<file path="src/rtl/tpr_pkg.sv">
// Shared constants and types of the regulator serial target and register bank
package tpr_pkg;
    // ------------------------------------------------------------------
    // Register pointers
    // ------------------------------------------------------------------
    localparam logic [2:0] REG_PRIMARY = 3'h1;
    localparam logic [2:0] REG_ALTERNATE = 3'h2;
    localparam logic [2:0] REG_CONTROL = 3'h3;
    localparam logic [2:0] REG_STATUS = 3'h5;

    // ------------------------------------------------------------------
    // Reset values and field positions
    // ------------------------------------------------------------------
    localparam logic [7:0] ALTERNATE_RESET = 8'h64;
    localparam logic [7:0] PRIMARY_FALLBACK = 8'h64;
    localparam logic [7:0] READ_ZERO = 8'h00;
    localparam int CTRL_RESET_BIT = 7;
    localparam int CTRL_RAMP_FIXED_BIT = 6;
    localparam int CTRL_SW_ENABLE_BIT = 5;
    localparam int CTRL_FIXED_FREQ_BIT = 4;
    localparam int CTRL_DISCHARGE_BIT = 3;
    localparam int CTRL_HICCUP_BIT = 2;
    localparam int CTRL_RAMP_HI = 1;
    localparam int CTRL_RAMP_LO = 0;
    // Reset value without the software enable bit, which depends on the variant
    localparam logic [7:0] CONTROL_RESET = 8'h4f;
    localparam int STAT_THERMAL_BIT = 4;
    localparam int STAT_HICCUP_BIT = 3;
    localparam int STAT_UNDERVOLT_BIT = 0;
    localparam logic [7:0] STATUS_RESET = 8'h00;

    // ------------------------------------------------------------------
    // Serial protocol
    // ------------------------------------------------------------------
    localparam logic [2:0] ADDR_UPPER = 3'h4;
    localparam logic [3:0] DEFAULT_ADDR_LOW = 4'h6;
    localparam logic [4:0] HS_CODE_TOP = 5'h01;
    localparam logic [3:0] BIT_LAST = 4'h7;
    localparam logic [3:0] BIT_ACK = 4'h8;

    // ------------------------------------------------------------------
    // Timing
    // ------------------------------------------------------------------
    localparam int CLK_PERIOD_NS = 20;
    localparam int ENABLE_DELAY_NS = 1000000;

    typedef enum logic [2:0] {
        ST_IDLE,
        ST_ADDR,
        ST_REG,
        ST_WDATA,
        ST_READ,
        ST_SKIP
    } tpr_state_e;
endpackage

</file>
<file path="src/rtl/tpr_target.sv">
// Serial bus target and register bank of a step-down regulator
//
// Overview of operation
// - Target only, all four bus speeds
// - Start is SDA falling while SCL high
// - Acknowledge only a matching seven-bit address
// - Direction bit picks writer; receiver acknowledges
// - Stop releases bus and waits for start
// - Unmapped register reads return zero
// - Master code not acknowledged, enters high speed
// - High speed from master code acknowledge bit; stop leaves
// - Write: address, register pointer, one data byte
// - Commit at falling edge of data acknowledge
// - Reset bit restores defaults, restarts, delays writes
// - Chip enable falling edge restores defaults
// - Bus address comes from resistor selection
// - Sixteen addresses 0x40-0x4F; grounded gives 0x46
// - Low three pointer bits select the register
// - Select pin chooses primary or alternate setpoint
// - Alternate only on select variant, resets 0x64
// - Setpoints are linear eight-bit codes
// - Primary power-up value from resistor selection
// - Control bit 6 forces fixed frequency ramps
// - Software enable stops or restarts, keeps registers
// - Control bit 4 selects light-load fixed frequency
// - Ramp speed field bits 1:0, default 11b
// - Status flags latch until reset or read
// - Interface disabled while chip enable low
`timescale 1ns/1ps
`default_nettype none
module tpr_target #(
    parameter bit HAS_SELECT_PIN = 1'b1,
    parameter bit SW_ENABLE_DEFAULT = 1'b1,
    parameter int DELAY_CYCLES = (tpr_pkg::ENABLE_DELAY_NS + tpr_pkg::CLK_PERIOD_NS - 1)
                                 / tpr_pkg::CLK_PERIOD_NS
) (
    input wire logic clock_i,
    input wire logic rstn_i,
    input wire logic scl_i,
    input wire logic sda_i,
    output logic sda_o,
    output logic sda_oe_o,
    input wire logic chip_enable_i,
    input wire logic supply_low_i,
    input wire logic voltage_select_input_i,
    input wire logic conv_done_i,
    input wire logic conv_grounded_i,
    input wire logic [3:0] conv_addr_i,
    input wire logic [7:0] conv_code_i,
    input wire logic thermal_warn_i,
    input wire logic hiccup_i,
    input wire logic input_undervoltage_flag_i,
    output logic [7:0] voltage_code_o,
    output logic [6:0] own_addr_o,
    output logic ramp_fixed_freq_o,
    output logic forced_fixed_frequency_o,
    output logic discharge_enable_o,
    output logic hiccup_enable_o,
    output logic [1:0] ramp_speed_o,
    output logic converter_enable_o,
    output logic restart_o,
    output logic high_speed_mode_o,
    output logic writes_blocked_o
);
    import tpr_pkg::*;

    localparam int DW = $clog2(DELAY_CYCLES + 1);
    localparam logic [DW-1:0] DELAY_LOAD = DW'(DELAY_CYCLES);

    // ------------------------------------------------------------------
    // Pin synchronisation and line events
    // ------------------------------------------------------------------
    logic scl_s, sda_s, ce_s, supply_low_s, vsel_s;
    logic scl_rise, scl_fall, start_p, stop_p;

    tpr_sync #(.W(5)) u_sync (
        .clock_i(clock_i),
        .rstn_i(rstn_i),
        .d_i({scl_i, sda_i, chip_enable_i, supply_low_i, voltage_select_input_i}),
        .reset_value_i(5'h1c),
        .q_o({scl_s, sda_s, ce_s, supply_low_s, vsel_s})
    );

    tpr_line_watch u_watch (
        .clock_i(clock_i),
        .rstn_i(rstn_i),
        .scl_s_i(scl_s),
        .sda_s_i(sda_s),
        .scl_rise_o(scl_rise),
        .scl_fall_o(scl_fall),
        .start_o(start_p),
        .stop_o(stop_p)
    );

    // ------------------------------------------------------------------
    // State
    // ------------------------------------------------------------------
    tpr_state_e state, next_state;
    logic [3:0] cnt, next_cnt;
    logic [7:0] shift, next_shift;
    logic [7:0] tx, next_tx;
    logic [2:0] reg_ptr, next_ptr;
    logic rw, next_rw;
    logic oe, next_oe;
    logic hs, next_hs;
    logic wr_stb, rd_stb;

    logic [7:0] primary, alternate, control, status, startup_code;
    logic [3:0] addr_low;
    logic [DW-1:0] delay_cnt;
    logic ce_prev;

    // ------------------------------------------------------------------
    // Decoding
    // ------------------------------------------------------------------
    wire addr_match = (shift[7:1] == {ADDR_UPPER, addr_low});
    wire hs_code = (shift[7:3] == HS_CODE_TOP);
    wire delay_busy = (delay_cnt != '0);
    wire wr_ok = wr_stb & ~delay_busy;
    wire wr_prim = wr_ok & (reg_ptr == REG_PRIMARY);
    wire wr_alt = wr_ok & (reg_ptr == REG_ALTERNATE) & HAS_SELECT_PIN;
    wire wr_ctrl = wr_ok & (reg_ptr == REG_CONTROL);
    wire reset_req = wr_ctrl & shift[CTRL_RESET_BIT];
    wire ce_fall = ce_prev & ~ce_s;
    wire ce_rise = ~ce_prev & ce_s;
    wire soft_clear = ce_fall | ~ce_s | supply_low_s | reset_req;
    wire sw_toggle = wr_ctrl & ~shift[CTRL_RESET_BIT]
                     & (shift[CTRL_SW_ENABLE_BIT] != control[CTRL_SW_ENABLE_BIT]);
    wire stat_clear = rd_stb & (reg_ptr == REG_STATUS);
    wire [7:0] ctrl_default = CONTROL_RESET | (8'(SW_ENABLE_DEFAULT) << CTRL_SW_ENABLE_BIT);
    wire [7:0] stat_set = (8'(thermal_warn_i) << STAT_THERMAL_BIT)
                        | (8'(hiccup_i) << STAT_HICCUP_BIT)
                        | (8'(input_undervoltage_flag_i) << STAT_UNDERVOLT_BIT);
    wire [7:0] rdata = read_mux(reg_ptr, primary, alternate, control, status);

    // Unmapped pointers, and the alternate setpoint on variants without it, read zero
    function automatic logic [7:0] read_mux(input logic [2:0] p, input logic [7:0] a,
                                            input logic [7:0] b, input logic [7:0] c,
                                            input logic [7:0] s);
        logic [7:0] r;
        r = READ_ZERO;
        if (p == REG_PRIMARY) r = a;
        if (p == REG_ALTERNATE && HAS_SELECT_PIN) r = b;
        if (p == REG_CONTROL) r = c;
        if (p == REG_STATUS) r = s;
        return r;
    endfunction

    // ------------------------------------------------------------------
    // Bus protocol
    // ------------------------------------------------------------------
    // Sampling at 50 MHz leaves about three clocks of SCL high time at the top rate.
    always_comb begin
        next_state = state;
        next_cnt = cnt;
        next_shift = shift;
        next_tx = tx;
        next_ptr = reg_ptr;
        next_rw = rw;
        next_oe = oe;
        next_hs = hs;
        wr_stb = 1'b0;
        rd_stb = 1'b0;
        if (!ce_s) begin
            next_state = ST_IDLE;
            next_oe = 1'b0;
            next_hs = 1'b0;
        end else if (stop_p) begin
            next_state = ST_IDLE;
            next_oe = 1'b0;
            next_hs = 1'b0;
        end else if (start_p) begin
            next_state = ST_ADDR;
            next_cnt = '1;                     // Start's own SCL fall wraps it to 0
            next_oe = 1'b0;
        end else if (state != ST_IDLE && state != ST_SKIP) begin
            if (scl_rise) begin
                if (cnt < BIT_ACK && state != ST_READ) begin
                    next_shift = {shift[6:0], sda_s};
                end else if (cnt == BIT_ACK && state == ST_READ && sda_s) begin
                    next_state = ST_SKIP;
                end
            end else if (scl_fall) begin
                if (cnt < BIT_LAST || &cnt) begin
                    next_cnt = cnt + 4'h1;
                    if (state == ST_READ) begin
                        next_tx = {tx[6:0], 1'b0};
                        next_oe = ~tx[6];
                    end
                end else if (cnt == BIT_LAST) begin
                    next_cnt = BIT_ACK;
                    next_oe = 1'b1;
                    case (state)
                        ST_ADDR: begin
                            next_rw = shift[0];
                            if (!addr_match) begin
                                next_oe = 1'b0;
                                next_state = ST_SKIP;
                                next_hs = hs | hs_code;
                            end
                        end
                        ST_REG: next_ptr = shift[2:0];
                        ST_READ: next_oe = 1'b0;
                        default: next_oe = 1'b1;
                    endcase
                end else begin
                    next_cnt = '0;
                    next_oe = 1'b0;
                    case (state)
                        ST_ADDR: begin
                            if (rw) begin
                                next_state = ST_READ;
                                next_tx = rdata;
                                next_oe = ~rdata[7];
                                rd_stb = 1'b1;
                            end else begin
                                next_state = ST_REG;
                            end
                        end
                        ST_REG: next_state = ST_WDATA;
                        ST_WDATA: wr_stb = 1'b1;
                        ST_READ: begin
                            next_tx = rdata;
                            next_oe = ~rdata[7];
                            rd_stb = 1'b1;
                        end
                        default: next_state = ST_SKIP;
                    endcase
                end
            end
        end
    end

    always_ff @(posedge clock_i) begin
        if (!rstn_i) begin
            state <= ST_IDLE;
            cnt <= '0;
            shift <= '0;
            tx <= '0;
            reg_ptr <= '0;
            rw <= 1'b0;
            oe <= 1'b0;
            hs <= 1'b0;
        end else begin
            state <= next_state;
            cnt <= next_cnt;
            shift <= next_shift;
            tx <= next_tx;
            reg_ptr <= next_ptr;
            rw <= next_rw;
            oe <= next_oe;
            hs <= next_hs;
        end
    end

    // ------------------------------------------------------------------
    // Resistor selection results
    // ------------------------------------------------------------------
    always_ff @(posedge clock_i) begin
        if (!rstn_i) begin
            addr_low <= DEFAULT_ADDR_LOW;
            startup_code <= PRIMARY_FALLBACK;
        end else if (conv_done_i) begin
            addr_low <= conv_grounded_i ? DEFAULT_ADDR_LOW : conv_addr_i;
            startup_code <= conv_code_i;
        end
    end

    // ------------------------------------------------------------------
    // Register bank
    // ------------------------------------------------------------------
    always_ff @(posedge clock_i) begin
        if (!rstn_i || soft_clear) begin
            primary <= startup_code;
            alternate <= ALTERNATE_RESET;
            control <= ctrl_default;
        end else if (conv_done_i) begin
            primary <= conv_code_i;
        end else begin
            if (wr_prim) primary <= shift;
            if (wr_alt) alternate <= shift;
            if (wr_ctrl) control <= shift & ~(8'h01 << CTRL_RESET_BIT);
        end
    end

    // A flag raised in the same cycle as the clearing read stays set
    always_ff @(posedge clock_i) begin
        if (!rstn_i) begin
            status <= STATUS_RESET;
        end else if (soft_clear || stat_clear) begin
            status <= stat_set;
        end else begin
            status <= status | stat_set;
        end
    end

    // Writes stay locked while the start-up sequence runs again
    always_ff @(posedge clock_i) begin
        if (!rstn_i) begin
            delay_cnt <= '0;
            ce_prev <= 1'b0;
        end else begin
            ce_prev <= ce_s;
            if (reset_req || ce_rise) delay_cnt <= DELAY_LOAD;
            else if (delay_busy) delay_cnt <= delay_cnt - DW'(1);
        end
    end

    // ------------------------------------------------------------------
    // Outputs
    // ------------------------------------------------------------------
    always_ff @(posedge clock_i) begin
        if (!rstn_i) begin
            voltage_code_o <= PRIMARY_FALLBACK;
            converter_enable_o <= 1'b0;
            restart_o <= 1'b0;
        end else begin
            voltage_code_o <= (HAS_SELECT_PIN && vsel_s) ? alternate : primary;
            converter_enable_o <= ce_s & ~supply_low_s & ~delay_busy
                                  & control[CTRL_SW_ENABLE_BIT];
            restart_o <= reset_req | sw_toggle | ce_rise;
        end
    end

    assign sda_o = 1'b0;
    assign sda_oe_o = oe;
    assign own_addr_o = {ADDR_UPPER, addr_low};
    assign high_speed_mode_o = hs;
    assign writes_blocked_o = delay_busy;
    assign ramp_fixed_freq_o = control[CTRL_RAMP_FIXED_BIT];
    assign forced_fixed_frequency_o = control[CTRL_FIXED_FREQ_BIT];
    assign discharge_enable_o = control[CTRL_DISCHARGE_BIT];
    assign hiccup_enable_o = control[CTRL_HICCUP_BIT];
    assign ramp_speed_o = control[CTRL_RAMP_HI:CTRL_RAMP_LO];
endmodule
`default_nettype wire

</file>
<file path="src/rtl/tpr_sync.sv">
// Two-stage synchroniser for pin inputs
`timescale 1ns/1ps
`default_nettype none
module tpr_sync #(
    parameter int W = 1
) (
    input wire logic clock_i,
    input wire logic rstn_i,
    input wire logic [W-1:0] d_i,
    input wire logic [W-1:0] reset_value_i,
    output logic [W-1:0] q_o
);
    logic [W-1:0] stage1;

    // Reset loads the idle pin levels so no false edge follows reset
    always_ff @(posedge clock_i) begin
        if (!rstn_i) begin
            stage1 <= reset_value_i;
            q_o <= reset_value_i;
        end else begin
            stage1 <= d_i;
            q_o <= stage1;
        end
    end
endmodule
`default_nettype wire

</file>
<file path="src/rtl/tpr_line_watch.sv">
// Edge, start and stop detection on synchronised bus lines
`timescale 1ns/1ps
`default_nettype none
module tpr_line_watch (
    input wire logic clock_i,
    input wire logic rstn_i,
    input wire logic scl_s_i,
    input wire logic sda_s_i,
    output logic scl_rise_o,
    output logic scl_fall_o,
    output logic start_o,
    output logic stop_o
);
    logic scl_prev;
    logic sda_prev;

    // Idle bus is high on both lines, so reset to high avoids a false start
    always_ff @(posedge clock_i) begin
        if (!rstn_i) begin
            scl_prev <= 1'b1;
            sda_prev <= 1'b1;
        end else begin
            scl_prev <= scl_s_i;
            sda_prev <= sda_s_i;
        end
    end

    assign scl_rise_o = scl_s_i & ~scl_prev;
    assign scl_fall_o = ~scl_s_i & scl_prev;
    assign start_o = scl_s_i & scl_prev & sda_prev & ~sda_s_i;
    assign stop_o = scl_s_i & scl_prev & ~sda_prev & sda_s_i;
endmodule
`default_nettype wire

</file>
<file path="config.mk">
export PLATFORM = sky130hd
export DESIGN_NAME = tpr_target
export DESIGN_NICKNAME = d
export VERILOG_FILES = /design/src/rtl/tpr_pkg.sv /design/src/rtl/tpr_target.sv /design/src/rtl/tpr_sync.sv /design/src/rtl/tpr_line_watch.sv
export SDC_FILE = /design/constraint.sdc
export NUM_CORES = 1
export LEC_CHECK = 0
export BUFFER_PORTS_ARGS = -buffer_cell sky130_fd_sc_hd__buf_2
export CAP_MARGIN = 20
export CORE_MARGIN = 3
export CORE_UTILIZATION = 30
export DETAILED_ROUTE_END_ITERATION = 16
export SLEW_MARGIN = 20
export SYNTH_ARGS = -nofsm -noshare
export SYNTH_HDL_FRONTEND = slang
export SYNTH_HIERARCHICAL = 1
export SYNTH_SLANG_ARGS = --single-unit
</file>
<file path="constraint.sdc">
create_clock -name clock_i -period 2.8 [get_ports clock_i]
set_clock_uncertainty 0.15 [all_clocks]
set_input_delay 0.28 -clock clock_i [delete_from_list [all_inputs] [get_ports clock_i]]
set_output_delay 0.28 -clock clock_i [all_outputs]
set_load 0.1 [all_outputs]
</file>
After elaboration in Yosys (flattened, before gate mapping)
Index checks and enable logic that the tools add are counted.
{ "totals": {"reg_bits": 110, "inputBits": 24, "output_inout_bits": 27, "word_cells": 202} }
{ "op_classes": {"n_addsub": 2, "magnitude_cmp": 2, "n_eq_ne": 31, "n_mux": 61, "n_bitwise": 47, "n_reduce_logical": 34} }
{ "ops": {"columns": ["operator", "count"], "rows": [
  ["2-to-1 mux 8 bit", 9],
  ["2-to-1 mux 16 bit", 2],
  ["2-to-1 mux 4 bit", 7],
  ["2-to-1 mux 7 bit", 4],
  ["2-to-1 mux 3 bit", 9],
  ["2-to-1 mux 1 bit", 25],
  ["AND reduction 8 bit", 3],
  ["bitwise AND 1 bit", 20],
  ["inequality test 3 bit (second input constant)", 6],
  ["inverter 1 bit", 18],
  ["AND reduction 9 bit", 2],
  ["nonzero test 16 bit", 1],
  ["subtractor 16 x 1 -> 16 bit (second input constant)", 1],
  ["case mux 7 bit (2 select lines)", 1],
  ["equality test 3 x 2 -> 1 bit (second input constant)", 4],
  ["nonzero test 3 bit", 4],
  ["AND reduction 10 bit", 1],
  ["case mux 3 bit (3 select lines)", 1],
  ["inequality test 2 bit (second input constant)", 4],
  ["OR 8 x 5 -> 8 bit", 1],
  ["AND reduction 4 bit", 2],
  ["nonzero test 2 bit", 4],
  ["equality test 7 bit", 1],
  ["equality test 3 x 1 -> 1 bit (second input constant)", 2],
  ["other kinds (27)", 45]
]} }

Logic depth before layout (Yosys ltp)
Gate-level depths: netlist (run 1).
{ "logic_depth": {"word_depth": 16, "ltp_mapped": 8, "ltp_nobuf": 8} }

Modules after synthesis
Netlist (run 1), hierarchy kept.
{ "modules_own_cells": {"columns": ["module", "n_inst", "cells_each", "area_each_um2", "seq_area_each_um2"], "rows": [
  ["tpr_target", 1, 506, 4618.2, 1941.9],
  ["tpr_sync", 1, 21, 361.6, 200.2],
  ["tpr_line_watch", 1, 8, 85.1, 40.0]
]} }

Least setup slack after synthesis (run 1)
Ideal clock, no wire load.
{ "synth_path": {"path_kind": "flip-flop to flip-flop", "from": "reg delay_cnt[0]", "to": "reg converter_enable_o", "setup_time_ps": 110, "arrival_time_ps": 2450, "required_ps": 2540, "slack_ps": 90, "stages_incl_launch_ff": 8, "path_buffers": 0, "synth_period_minus_slack_ps": 2710, "path_cell_list": "dfxtp_1 > inv_1 > ha_1 > nor3b_2 > nand3_4 > nor2_1 > clkinv_1 > nor4b_1"} }
{ "synth_between": {"elab_chain_len": 4} }
{ "synth_lines": {"columns": ["element", "line_no", "source"], "rows": [
  ["start, declared", "tpr_target.sv:110", "logic [DW-1:0] delay_cnt;"],
  ["start signal, assigned", "tpr_target.sv:305", "else if (delay_busy) delay_cnt <= delay_cnt - DW'(1);"],
  ["nonzero test 16 bit", "tpr_target.sv:118", "wire delay_busy = (delay_cnt != '0);"],
  ["named net writes_blocked_o", "tpr_target.sv:63", "output logic writes_blocked_o"],
  ["inverter 1 bit", "tpr_target.sv:319", "converter_enable_o <= ce_s & ~supply_low_s & ~delay_busy"],
  ["bitwise AND 1 bit", "tpr_target.sv:319", null],
  ["bitwise AND 1 bit", "tpr_target.sv:320", "& control[CTRL_SW_ENABLE_BIT];"],
  ["end signal, assigned", "tpr_target.sv:319", null],
  ["end, declared", "tpr_target.sv:60", "output logic converter_enable_o,"]
]} }
The timed path passes the listed nets, and every way through them passes these cells.
A chain may end at the register's enable or synchronous reset.

Worst setup path in the final report (run 1)
{ "layout_path": {"from": "reg cnt[0]", "to": "reg primary[5] (enable)"} }
{ "layout_between": {"elab_chain_len": 15, "word_cells_on_any_way": 19, "cone_classes": "1 x order compare; 1 x eq/ne; 8 x mux; 5 x bitwise; 4 x reduce/logical"} }
{ "layout_lines": {"columns": ["element", "line_no", "source"], "rows": [
  ["start, declared", "tpr_target.sv:99", "logic [3:0] cnt, next_cnt;"],
  ["start signal, assigned", "tpr_target.sv:246", "cnt <= next_cnt;"],
  ["< comparator 4 x 3 -> 1 bit, or another cell as far along", "tpr_target.sv:184", "if (cnt < BIT_LAST || &cnt) begin"],
  ["logical OR 1 bit / 2-to-1 mux 1 bit (equally long branches)", "tpr_target.sv:184, tpr_target.sv:190", null],
  ["2-to-1 mux 1 bit (*)", "tpr_target.sv:184", null],
  ["2-to-1 mux 1 bit (*)", "tpr_target.sv:183", "end else if (scl_fall) begin"],
  ["2-to-1 mux 1 bit (*)", "tpr_target.sv:177", "if (scl_rise) begin"],
  ["2-to-1 mux 1 bit (*)", "tpr_target.sv:176", "end else if (state != ST_IDLE && state != ST_SKIP) begin"],
  ["2-to-1 mux 1 bit (*)", "tpr_target.sv:172", "end else if (start_p) begin"],
  ["2-to-1 mux 1 bit (*)", "tpr_target.sv:168", "end else if (stop_p) begin"],
  ["2-to-1 mux 1 bit (*)", "tpr_target.sv:164", "if (!ce_s) begin"],
  ["bitwise AND 1 bit (*)", "tpr_target.sv:119", "wire wr_ok = wr_stb & ~delay_busy;"],
  ["bitwise AND 1 bit", "tpr_target.sv:122", "wire wr_ctrl = wr_ok & (reg_ptr == REG_CONTROL);"],
  ["bitwise AND 1 bit", "tpr_target.sv:123", "wire reset_req = wr_ctrl & shift[CTRL_RESET_BIT];"],
  ["OR 1 bit", "tpr_target.sv:126", "wire soft_clear = ce_fall | ~ce_s | supply_low_s | reset_req;"],
  ["logical OR 1 bit", "tpr_target.sv:273", "if (!rstn_i || soft_clear) begin"],
  ["nonzero test 3 bit (no source line) (*)", null, null],
  ["end signal, assigned", "tpr_target.sv:274", "primary <= startup_code;"],
  ["end signal, assigned", "tpr_target.sv:278", "primary <= conv_code_i;"],
  ["end signal, assigned", "tpr_target.sv:280", "if (wr_prim) primary <= shift;"],
  ["end, declared", "tpr_target.sv:108", "logic [7:0] primary, alternate, control, status, startup_code;"]
]} }
Mark *: on every way between the ends. The rest lies on a longest branch, timed or not.

==> results by group, run 1 <==
Place
  • Port buffer count: 46
  • Detailed placer's ending HPWL: 9450 um
  • Post-Place Setup Slack: -0.00816 ns
  • RD Place Congestion: roughly 0.9
  • Area of placed instances: 5610 um^2
  • Inst Count DP: 797

Synth
  • #FFs+latches synth: 105
  • Yosys top cell by area: dfxtp_1
  • Synthesized instance count: 535
  • Syn avg cell area: 9.47 um^2
  • Netlist cell types: 68
  • Post-synth top area share: 0.383
  • Async S/R FF share, synth: 0
  • Dominant synthesized flop cell: dfxtp_1
  • EDFF count, synth: 8
  • Top cells by area, synth: dfxtp_1 (38%), mux2i_1 (6.5%), edfxtp_1 (4.7%)
  • Yosys warns: 6
  • Sequential share of the synthesized area: 0.431
  • Synthesized area: 5060 um^2

Critical path
  • Most used cell along the critical path: buf_4
  • Crit-path max cell delay: roughly 0.41 ns
  • Slowest stage cell on the critical path: dfxtp_1
  • CP Cell Sequence: ha_1 -> a21boi_2 -> and4b_1 -> nor4b_4 -> buf_4 -> a211o_2 -> a311o_1 -> buf_4
  • Setup crit end: primary[5]$_DFFE_PP_
  • R2R cell count: 8
  • Crit-path max FO: 8
  • Worst setup path startpoint: cnt[0]$_SDFFE_PN0P_
  • Critical Path End Type: flop
  • Critical Path AT: 2.59 ns
  • RR Endpoint: primary[5]$_DFFE_PP_
  • CP Class: reg -> reg
  • Crit Reg-Reg Startpoint: cnt[0]$_SDFFE_PN0P_
  • Buf+Inv Stages, Crit Path: 2
  • Critical path data required time: around 2.8 ns
  • CP top delay family: compound AO/OA/AOI/OAI gates
  • CP Depth: 8
  • Crit path launch type: flop
  • Reg2reg setup slack: 0.16 ns

GRT
  • GRT overflow: 0
  • Initial antenna violation count: 0
  • First-pass GRT wire length: 21,400 um
  • Vias in the first global route: 4,043
  • Largest net degree at the start of global routing: 41
  • GR Util All Layers: 0.147

Pwr
  • Cell Int Power: 0.00268 W
  • Combinational fraction of design power: 0.186
  • Clock power frac: 0.365
  • Pwr dens: 627 nW/um^2
  • Sw Ratio: 0.290
  • Sequential share of power: 0.449
  • Worst VDD drop: 0.000243 V
  • Switching power: 0.00110 W
  • Pleak: ~2.3 nW

Timing
  • Worst Tran Pin Value: 0.700 ns
  • Final Max Slew Viols: 0
  • Final worst setup slack: approximately 0.16 ns
  • Final Hold Fails: 0
  • Fin crit period: 2.64 ns
  • RSZ-0062 raised after global routing: no
  • WHS: between 0.01 and 0.015 ns
  • Crit share post-route: 0.941
  • Final setup viols: 0
  • Max Clock Freq: 0.379 GHz
  • Max_slew headroom: 0.533

Clock tree
  • H-tree depth: 3
  • CTS tree: done
  • Root Buffer: clkbuf_16
  • CTS clock-pin slew for the worst setup and hold paths: 0.07 ns
  • # clock sinks: 105
  • Clock buffer depth: 2
  • Worst-skew pair later-pin latency: about 0.35 ns
  • Cts bufs inserted: 9

Floorplanning
  • Starting Density: 0.313
  • Die Wd: 136 um
  • Die height: about 140 um
  • IO Count: between 50 and 60
  • Core Footprint: roughly 16,000 um^2
  • Die area: approximately 18,000 um^2
  • Row count: 46

Cells and area
  • Fin area: about 6000 um^2
  • Combined flip-flop and latch cell area: roughly 2200 um^2
  • Commonest non-fill, non-tap cell in the layout: dfxtp_1
  • Non-filler cells, final: 819
  • Ant diodes: 0
  • Synthesis-to-layout area growth: 19.0%
  • Most frequent cells in the layout: dfxtp_1 (97), nor2_1 (53), buf_2 (45), a21oi_1 (35), mux2i_1 (33)
  • Fillcell total: around 1,600
  • Fin nets: 625
  • Share of cells above drive strength 1: 0.221
  • Multi-input gate area: 2670 um^2

Routing
  • DRT iter0 DRCs: 293
  • Routed via count: 4,093
  • DR WL met2: 5740 um
  • DR top layer: met4
  • WL per Instance: between 15 and 20 um
  • Post-route DRC: 0
  • Antenna Nets Post-Route: 0
  • WL met3: 647 um
  • WL met1: 6380 um
  • Routed WL: roughly 13,000 um
  • DRT Pass-1 Iters: 5
  • Post-DR vias/cell: approximately 5

Hold path
  • Worst hold path depth: 2
  • HP Class: in -> reg

Status
  • Status: finished clean

Run
  • Max cap viols: 0
## cells in the mapped netlist (10+ instances only)
| cell type | instances |
|---|---|
| dfxtp_1 | 97 |
| nor2_1 | 54 |
| a21oi_1 | 35 |
| mux2i_1 | 33 |
| nand2_1 | 29 |
| clkbuf_1 | 20 |
| inv_1 | 20 |
| nand2b_1 | 18 |
| nor3_1 | 18 |
| nor2b_1 | 15 |
| mux2_4 | 14 |
| o21ai_0 | 12 |
| nand3_1 | 10 |
## registers in the layout (all words and copies together) (netlist names), 4 cells and up
| register | cells |
|---|---|
| startup_code | 8 |
| shift | 8 |
| u_sync/stage1 | 5 |
| cnt | 4 |
| addr_low | 4 |
| tx | 7 |
| alternate | 8 |
| u_sync/q_o | 5 |
| control | 7 |
| primary | 8 |
| delay_cnt | 16 |
| voltage_code_o | 8 |
## area by class of cell
cell class | instances | area share
well taps | 216 | 0.0448
clock buffers | 9 | 0.0374
inverters | 21 | 0.0133
clock inverters | 7 | 0.0170
multi-input cells | 383 | 0.443
repair buffers | 78 | 0.0828
flip-flops and latches | 105 | 0.362
## metrics by stage
| stage | utilization | TNS (ns) | total power, W |
|---|---|---|---|
| 6_report | 0.373 | 0 | 0.00378 |
| 2_1_floorplan | - | 0 | 0.00223 |
| 4_1_cts | 0.370 | 0 | 0.00380 |
| 3_3_place_gp | 0.347 | 0 | 0.00238 |
| 3_5_place_dp | 0.347 | -0.0133 | 0.00240 |
| 5_1_grt | 0.373 | 0 | 0.00396 |
## how the worst min path moves through the flow
stage,from,to
3_3_place_gp,u_sync/stage1[2]$_DFF_P_,u_sync/q_o[2]$_DFF_P_
4_1_cts,supply_low_i,u_sync/stage1[1]$_DFF_P_
5_1_grt,conv_addr_i[0],addr_low[0]$_SDFFE_PN0P_
6_report,supply_low_i,u_sync/stage1[1]$_DFF_P_
2_1_floorplan,rstn_i,u_watch/scl_prev$_SDFF_PN1_
3_5_place_dp,u_sync/stage1[3]$_DFF_P_,u_sync/q_o[3]$_DFF_P_
## power groups by stage
stage | Clock (W) | Combinational [W] | Sequential (W)
after floorplan | 0 | 0.000470 | 0.00176
after global placement | 0 | 0.000660 | 0.00172
after detailed placement | 0 | 0.000672 | 0.00173
after CTS | 0.00141 | 0.000694 | 0.00169
after global routing | 0.00148 | 0.000772 | 0.00171
final | 0.00138 | 0.000704 | 0.00169
## routing by layer
| layer | GRT usage | vias to the layer above |
|---|---|---|
| li1 | - | 2028 |
| met1 | 0.203 | 1916 |
| met2 | 0.226 | 129 |
| met3 | 0.0311 | 20 |
| met4 | 0.0554 | 0 |
| met5 | 0 | - |
## cell families (layout without fill, tap and decap cells)
kind of cell,count (synthesis),count (layout),synth area share
DFF,105,105,0.431
AOI/OAI and AO/OA,105,105,0.145
adders and majority gates,3,3,0.00741
other,2,14,0.00148
buffers and inverters,59,115,0.0539
and+or+nand+nor,193,193,0.214
muxes,55,55,0.125
xor gates and xnor gates,13,13,0.0225
## what timing repair did
action | CTS | global route
resized for setup | 3 | 4
pin swaps | 1 | 1
hold buffers | 4 | 0
setup buffers | 0 | 2
gates cloned | 0 | 0
hold endpoints to repair | 4 | 0
endpoints found under the setup margin | 3 | 18
No activity file was read; power rests on OpenSTA's default activity.
==> run 2: changes to the inputs <==
--- a/config.mk
+++ b/config.mk
@@ -5,6 +5,7 @@
 export SDC_FILE = /design/constraint.sdc
 export NUM_CORES = 1
 export LEC_CHECK = 0
+export ABC_AREA = 1
 export BUFFER_PORTS_ARGS = -buffer_cell sky130_fd_sc_hd__buf_2
 export CAP_MARGIN = 20
 export CORE_MARGIN = 3
==> run 2 against run 1 <==
Wire length fell by 1.5%. Die area is 0.35% lower. Combinational power rose by 14%. Global-route usage decreased by 0.20 points. Synthesized cell count is 31% higher. Largest power group unchanged. Largest cell class unchanged. Sequential share of layout area increased by 1.0 points. Highest routed layer unchanged.
==> results by group, run 2 <==
Status
  • Status: finished clean (unchanged)

Hold path
  • Hold_sp: conv_code_i[5] (was supply_low_i)
  • HP Class: in -> reg (unchanged)
  • WHS Endpoint: startup_code[5]$_SDFFE_PN1P_ (was u_sync/stage1[1]$_DFF_P_)
  • Worst hold path depth: 3 (was 2)

GRT
  • Vias in the first global route: 4,214 (was 4,043)
  • GRT overflow: 0 (unchanged)
  • Initial antenna violation count: 0 (unchanged)
  • First-pass GRT wire length: 21,200 um (was 21,400 um)
  • Largest net degree at the start of global routing: 32 (was 41)
  • GR Util All Layers: 0.145 (was 0.147)

Critical path
  • Buf+Inv Stages, Crit Path: 3 (was 2)
  • CP top delay family: simple AND/OR/NAND/NOR gates (was compound AO/OA/AOI/OAI gates)
  • Crit Reg-Reg Startpoint: u_sync/q_o[3]$_DFF_P_ (was cnt[0]$_SDFFE_PN0P_)
  • Critical Path AT: 2.05 ns (was 2.59 ns)
  • RR Endpoint: primary[7]$_DFFE_PP_ (was primary[5]$_DFFE_PP_)
  • CP Class: reg -> out (was reg -> reg)
  • CP Depth: 8 (unchanged)
  • Crit-path max FO: 9 (was 8)
  • Critical path data required time: 2.37 ns (was 2.76 ns)
  • Critical Path End Type: output pin (was flop)
  • Reg2reg setup slack: 0.36 ns (was 0.16 ns)
  • Slowest stage cell on the critical path: dfxtp_1 (unchanged)
  • Crit-path max cell delay: 0.33 ns (was 0.41 ns)
  • Crit path launch type: flop (unchanged)
  • R2R cell count: 12 (was 8)
  • CP Cell Sequence: inv_1 -> ha_1 -> nand2_1 -> nor2_1 -> nand2_1 -> nor2_4 -> inv_1 -> buf_2 (was ha_1 -> a21boi_2 -> and4b_1 -> nor4b_4 -> buf_4 -> a211o_2 -> a311o_1 -> buf_4)

Timing
  • Crit share post-route: 0.887 (was 0.941)
  • Max Clock Freq: 0.403 GHz (was 0.379 GHz)
  • Max_slew headroom: 0.643 (was 0.533)
  • Worst Tran Pin Value: 0.531 ns (was 0.700 ns)
  • RSZ-0062 raised after global routing: no (unchanged)
  • Final Max Slew Viols: 0 (unchanged)
  • Fin crit period: 2.48 ns (was 2.64 ns)
  • Final setup viols: 0 (unchanged)
  • Final Hold Fails: 0 (unchanged)
  • Setup TNS: 0 ns (unchanged)

Floorplanning
  • Core Footprint: 16,200 um^2 (unchanged)
  • Die area: 18,400 um^2 (was 18,500 um^2)
  • Row count: 46 (unchanged)
  • Starting Density: 0.312 (was 0.313)
  • Die height: 136 um (about the same)
  • IO Count: 51 (unchanged)
  • Die Wd: 136 um (about the same)

Place
  • Port buffer count: 46 (unchanged)
  • Inst Count DP: 957 (was 797)
  • Area of placed instances: 5500 um^2 (was 5610 um^2)
  • Detailed placer's ending HPWL: 9820 um (was 9450 um)
  • RD Place Congestion: 0.891 (was 0.924)

Cells and area
  • Fillcell total: 1,726 (was 1,626)
  • Fin nets: 786 (was 625)
  • Most frequent cells in the layout: nand2_1 (179), dfxtp_1 (97), nor2_1 (85), inv_1 (79), o21ai_0 (60) (was dfxtp_1 (97), nor2_1 (53), buf_2 (45), a21oi_1 (35), mux2i_1 (33))
  • Core Util, Final: 0.363 (was 0.373)
  • Largest Register: delay_cnt (unchanged)
  • Ant diodes: 0 (unchanged)
  • Share of cells above drive strength 1: 0.134 (was 0.221)
  • Commonest non-fill, non-tap cell in the layout: nand2_1 (was dfxtp_1)
  • Max FFs per register: 16 (unchanged)
  • Non-filler cells, final: 980 (was 819)
  • Fin area: 5860 um^2 (was 6030 um^2)
  • Synthesis-to-layout area growth: 16.2% (was 19.0%)

Routing
  • Post-route DRC: 0 (unchanged)
  • Routed WL: 12,900 um (was 13,100 um)
  • DRT Pass-1 Iters: 4 (was 5)
  • Antenna Nets Post-Route: 0 (unchanged)
  • DRT iter0 DRCs: 334 (was 293)
  • WL per Instance: 13.2 um (was 16.0 um)
  • Post-DR vias/cell: 4.57 (was 5.00)
  • Routed via count: 4,476 (was 4,093)

Synth
  • Syn avg cell area: 7.19 um^2 (was 9.47 um^2)
  • Yosys warns: 6 (unchanged)
  • Most common cell in the synthesized netlist: nand2_1 (was dfxtp_1)
  • Commonest cells post-synth: nand2_1 (179), dfxtp_1 (97), nor2_1 (85) (was dfxtp_1 (97), nor2_1 (54), a21oi_1 (35))
  • Netlist cell types: 44 (was 68)
  • EDFF count, synth: 8 (unchanged)
  • Async S/R FF share, synth: 0 (unchanged)
  • Post-synth top area share: 0.385 (was 0.383)
  • Synthesized instance count: 702 (was 535)
  • #FFs+latches synth: 105 (unchanged)
  • Synthesized area: 5050 um^2 (was 5060 um^2)
  • Top cells by area, synth: dfxtp_1 (38%), nand2_1 (13%), nor2_1 (6.3%) (was dfxtp_1 (38%), mux2i_1 (6.5%), edfxtp_1 (4.7%))
  • Sequential share of the synthesized area: 0.432 (was 0.431)
  • Dominant synthesized flop cell: dfxtp_1 (unchanged)
  • Yosys top cell by area: dfxtp_1 (unchanged)

Clock tree
  • Post-CTS setup buffers: 0 (unchanged)
  • Clock buffer depth: 2 (unchanged)
  • CTS tree: done (unchanged)
  • Root Buffer: clkbuf_16 (unchanged)
  • H-tree depth: 3 (unchanged)
  • Worst-skew pair later-pin latency: 0.35 ns (about the same)
  • CTS clock-pin slew for the worst setup and hold paths: 0.08 ns (was 0.07 ns)
  • Cts bufs inserted: 9 (unchanged)
  • Hold buffers post-CTS: 7 (was 4)
  • # clock sinks: 105 (unchanged)
  • # resized after CTS: 0 (was 3)

Run
  • Max cap viols: 0 (unchanged)

Pwr
  • Pleak: 2.72 nW (was 2.34 nW)
  • Total power: 0.00374 W (was 0.00378 W)
  • Pwr dens: 637 nW/um^2 (was 627 nW/um^2)
  • Worst VDD drop: 0.000394 V (was 0.000243 V)
run 2: logic make-up after synthesis:
logic type | synth area share
and+or+nand+nor | 0.293
AOI/OAI and AO/OA | 0.153
buffers and inverters | 0.0922
other | 0.00149
xor gates and xnor gates | 0.0208
adders and majority gates | 0.00744
DFF | 0.432
run 2: per-stage QoR:
stage | setup WS, ns | hold slack, ns
3_5_place_dp | 0.368 | 0.265
5_1_grt | 0.0882 | 0.0273
4_1_cts | 0.280 | 0.00977
2_1_floorplan | 0.625 | 0.199
3_3_place_gp | 0.450 | 0.266
6_report | 0.316 | 0.0165
run 2: how the worst max path moves through the flow:
| stage | from | to | slack, ns |
|---|---|---|---|
| after floorplan | cnt[0]$_SDFFE_PN0P_ | primary[0]$_DFFE_PP_ | 0.63 |
| after global placement | cnt[0]$_SDFFE_PN0P_ | primary[2]$_DFFE_PP_ | 0.45 |
| after detailed placement | u_sync/q_o[3]$_DFF_P_ | primary[7]$_DFFE_PP_ | 0.37 |
| after CTS | delay_cnt[0]$_SDFFE_PP0P_ | writes_blocked_o | 0.28 |
| after global routing | delay_cnt[0]$_SDFFE_PP0P_ | writes_blocked_o | 0.09 |
| final | delay_cnt[0]$_SDFFE_PP0P_ | writes_blocked_o | 0.32 |
run 2: tightest hold or removal path, cell delays in order:
cell	delay, ns
buf_2	0.07
nand2_1	0.06
nand3_1	0.08
run 2: cell type report:
| class | count | area, um^2 | share of cell area |
|---|---|---|---|
| Tap cell | 216 | 270 | 0.0461 |
| Multi-Input combinational cell | 495 | 2420 | 0.414 |
| Clock inverter | 7 | 63.8 | 0.0109 |
| Inverter | 85 | 322 | 0.0548 |
| Sequential cell | 105 | 2180 | 0.372 |
| Timing Repair Buffer | 63 | 375 | 0.0640 |
| Clock buffer | 9 | 225 | 0.0384 |
run 2: report_power, final:
group          switching [W]  internal [W]
registers          0.0000830       0.00162
logic               0.000555      0.000248
clock network       0.000610      0.000619
run 2: per-layer routing:
layer,vias to the layer above,routed length [um],track usage
met3,13,616,0.0353
met1,1989,6230,0.192
li1,2369,-,-
met5,-,0,0
met4,0,155,0.0336
met2,105,5920,0.239
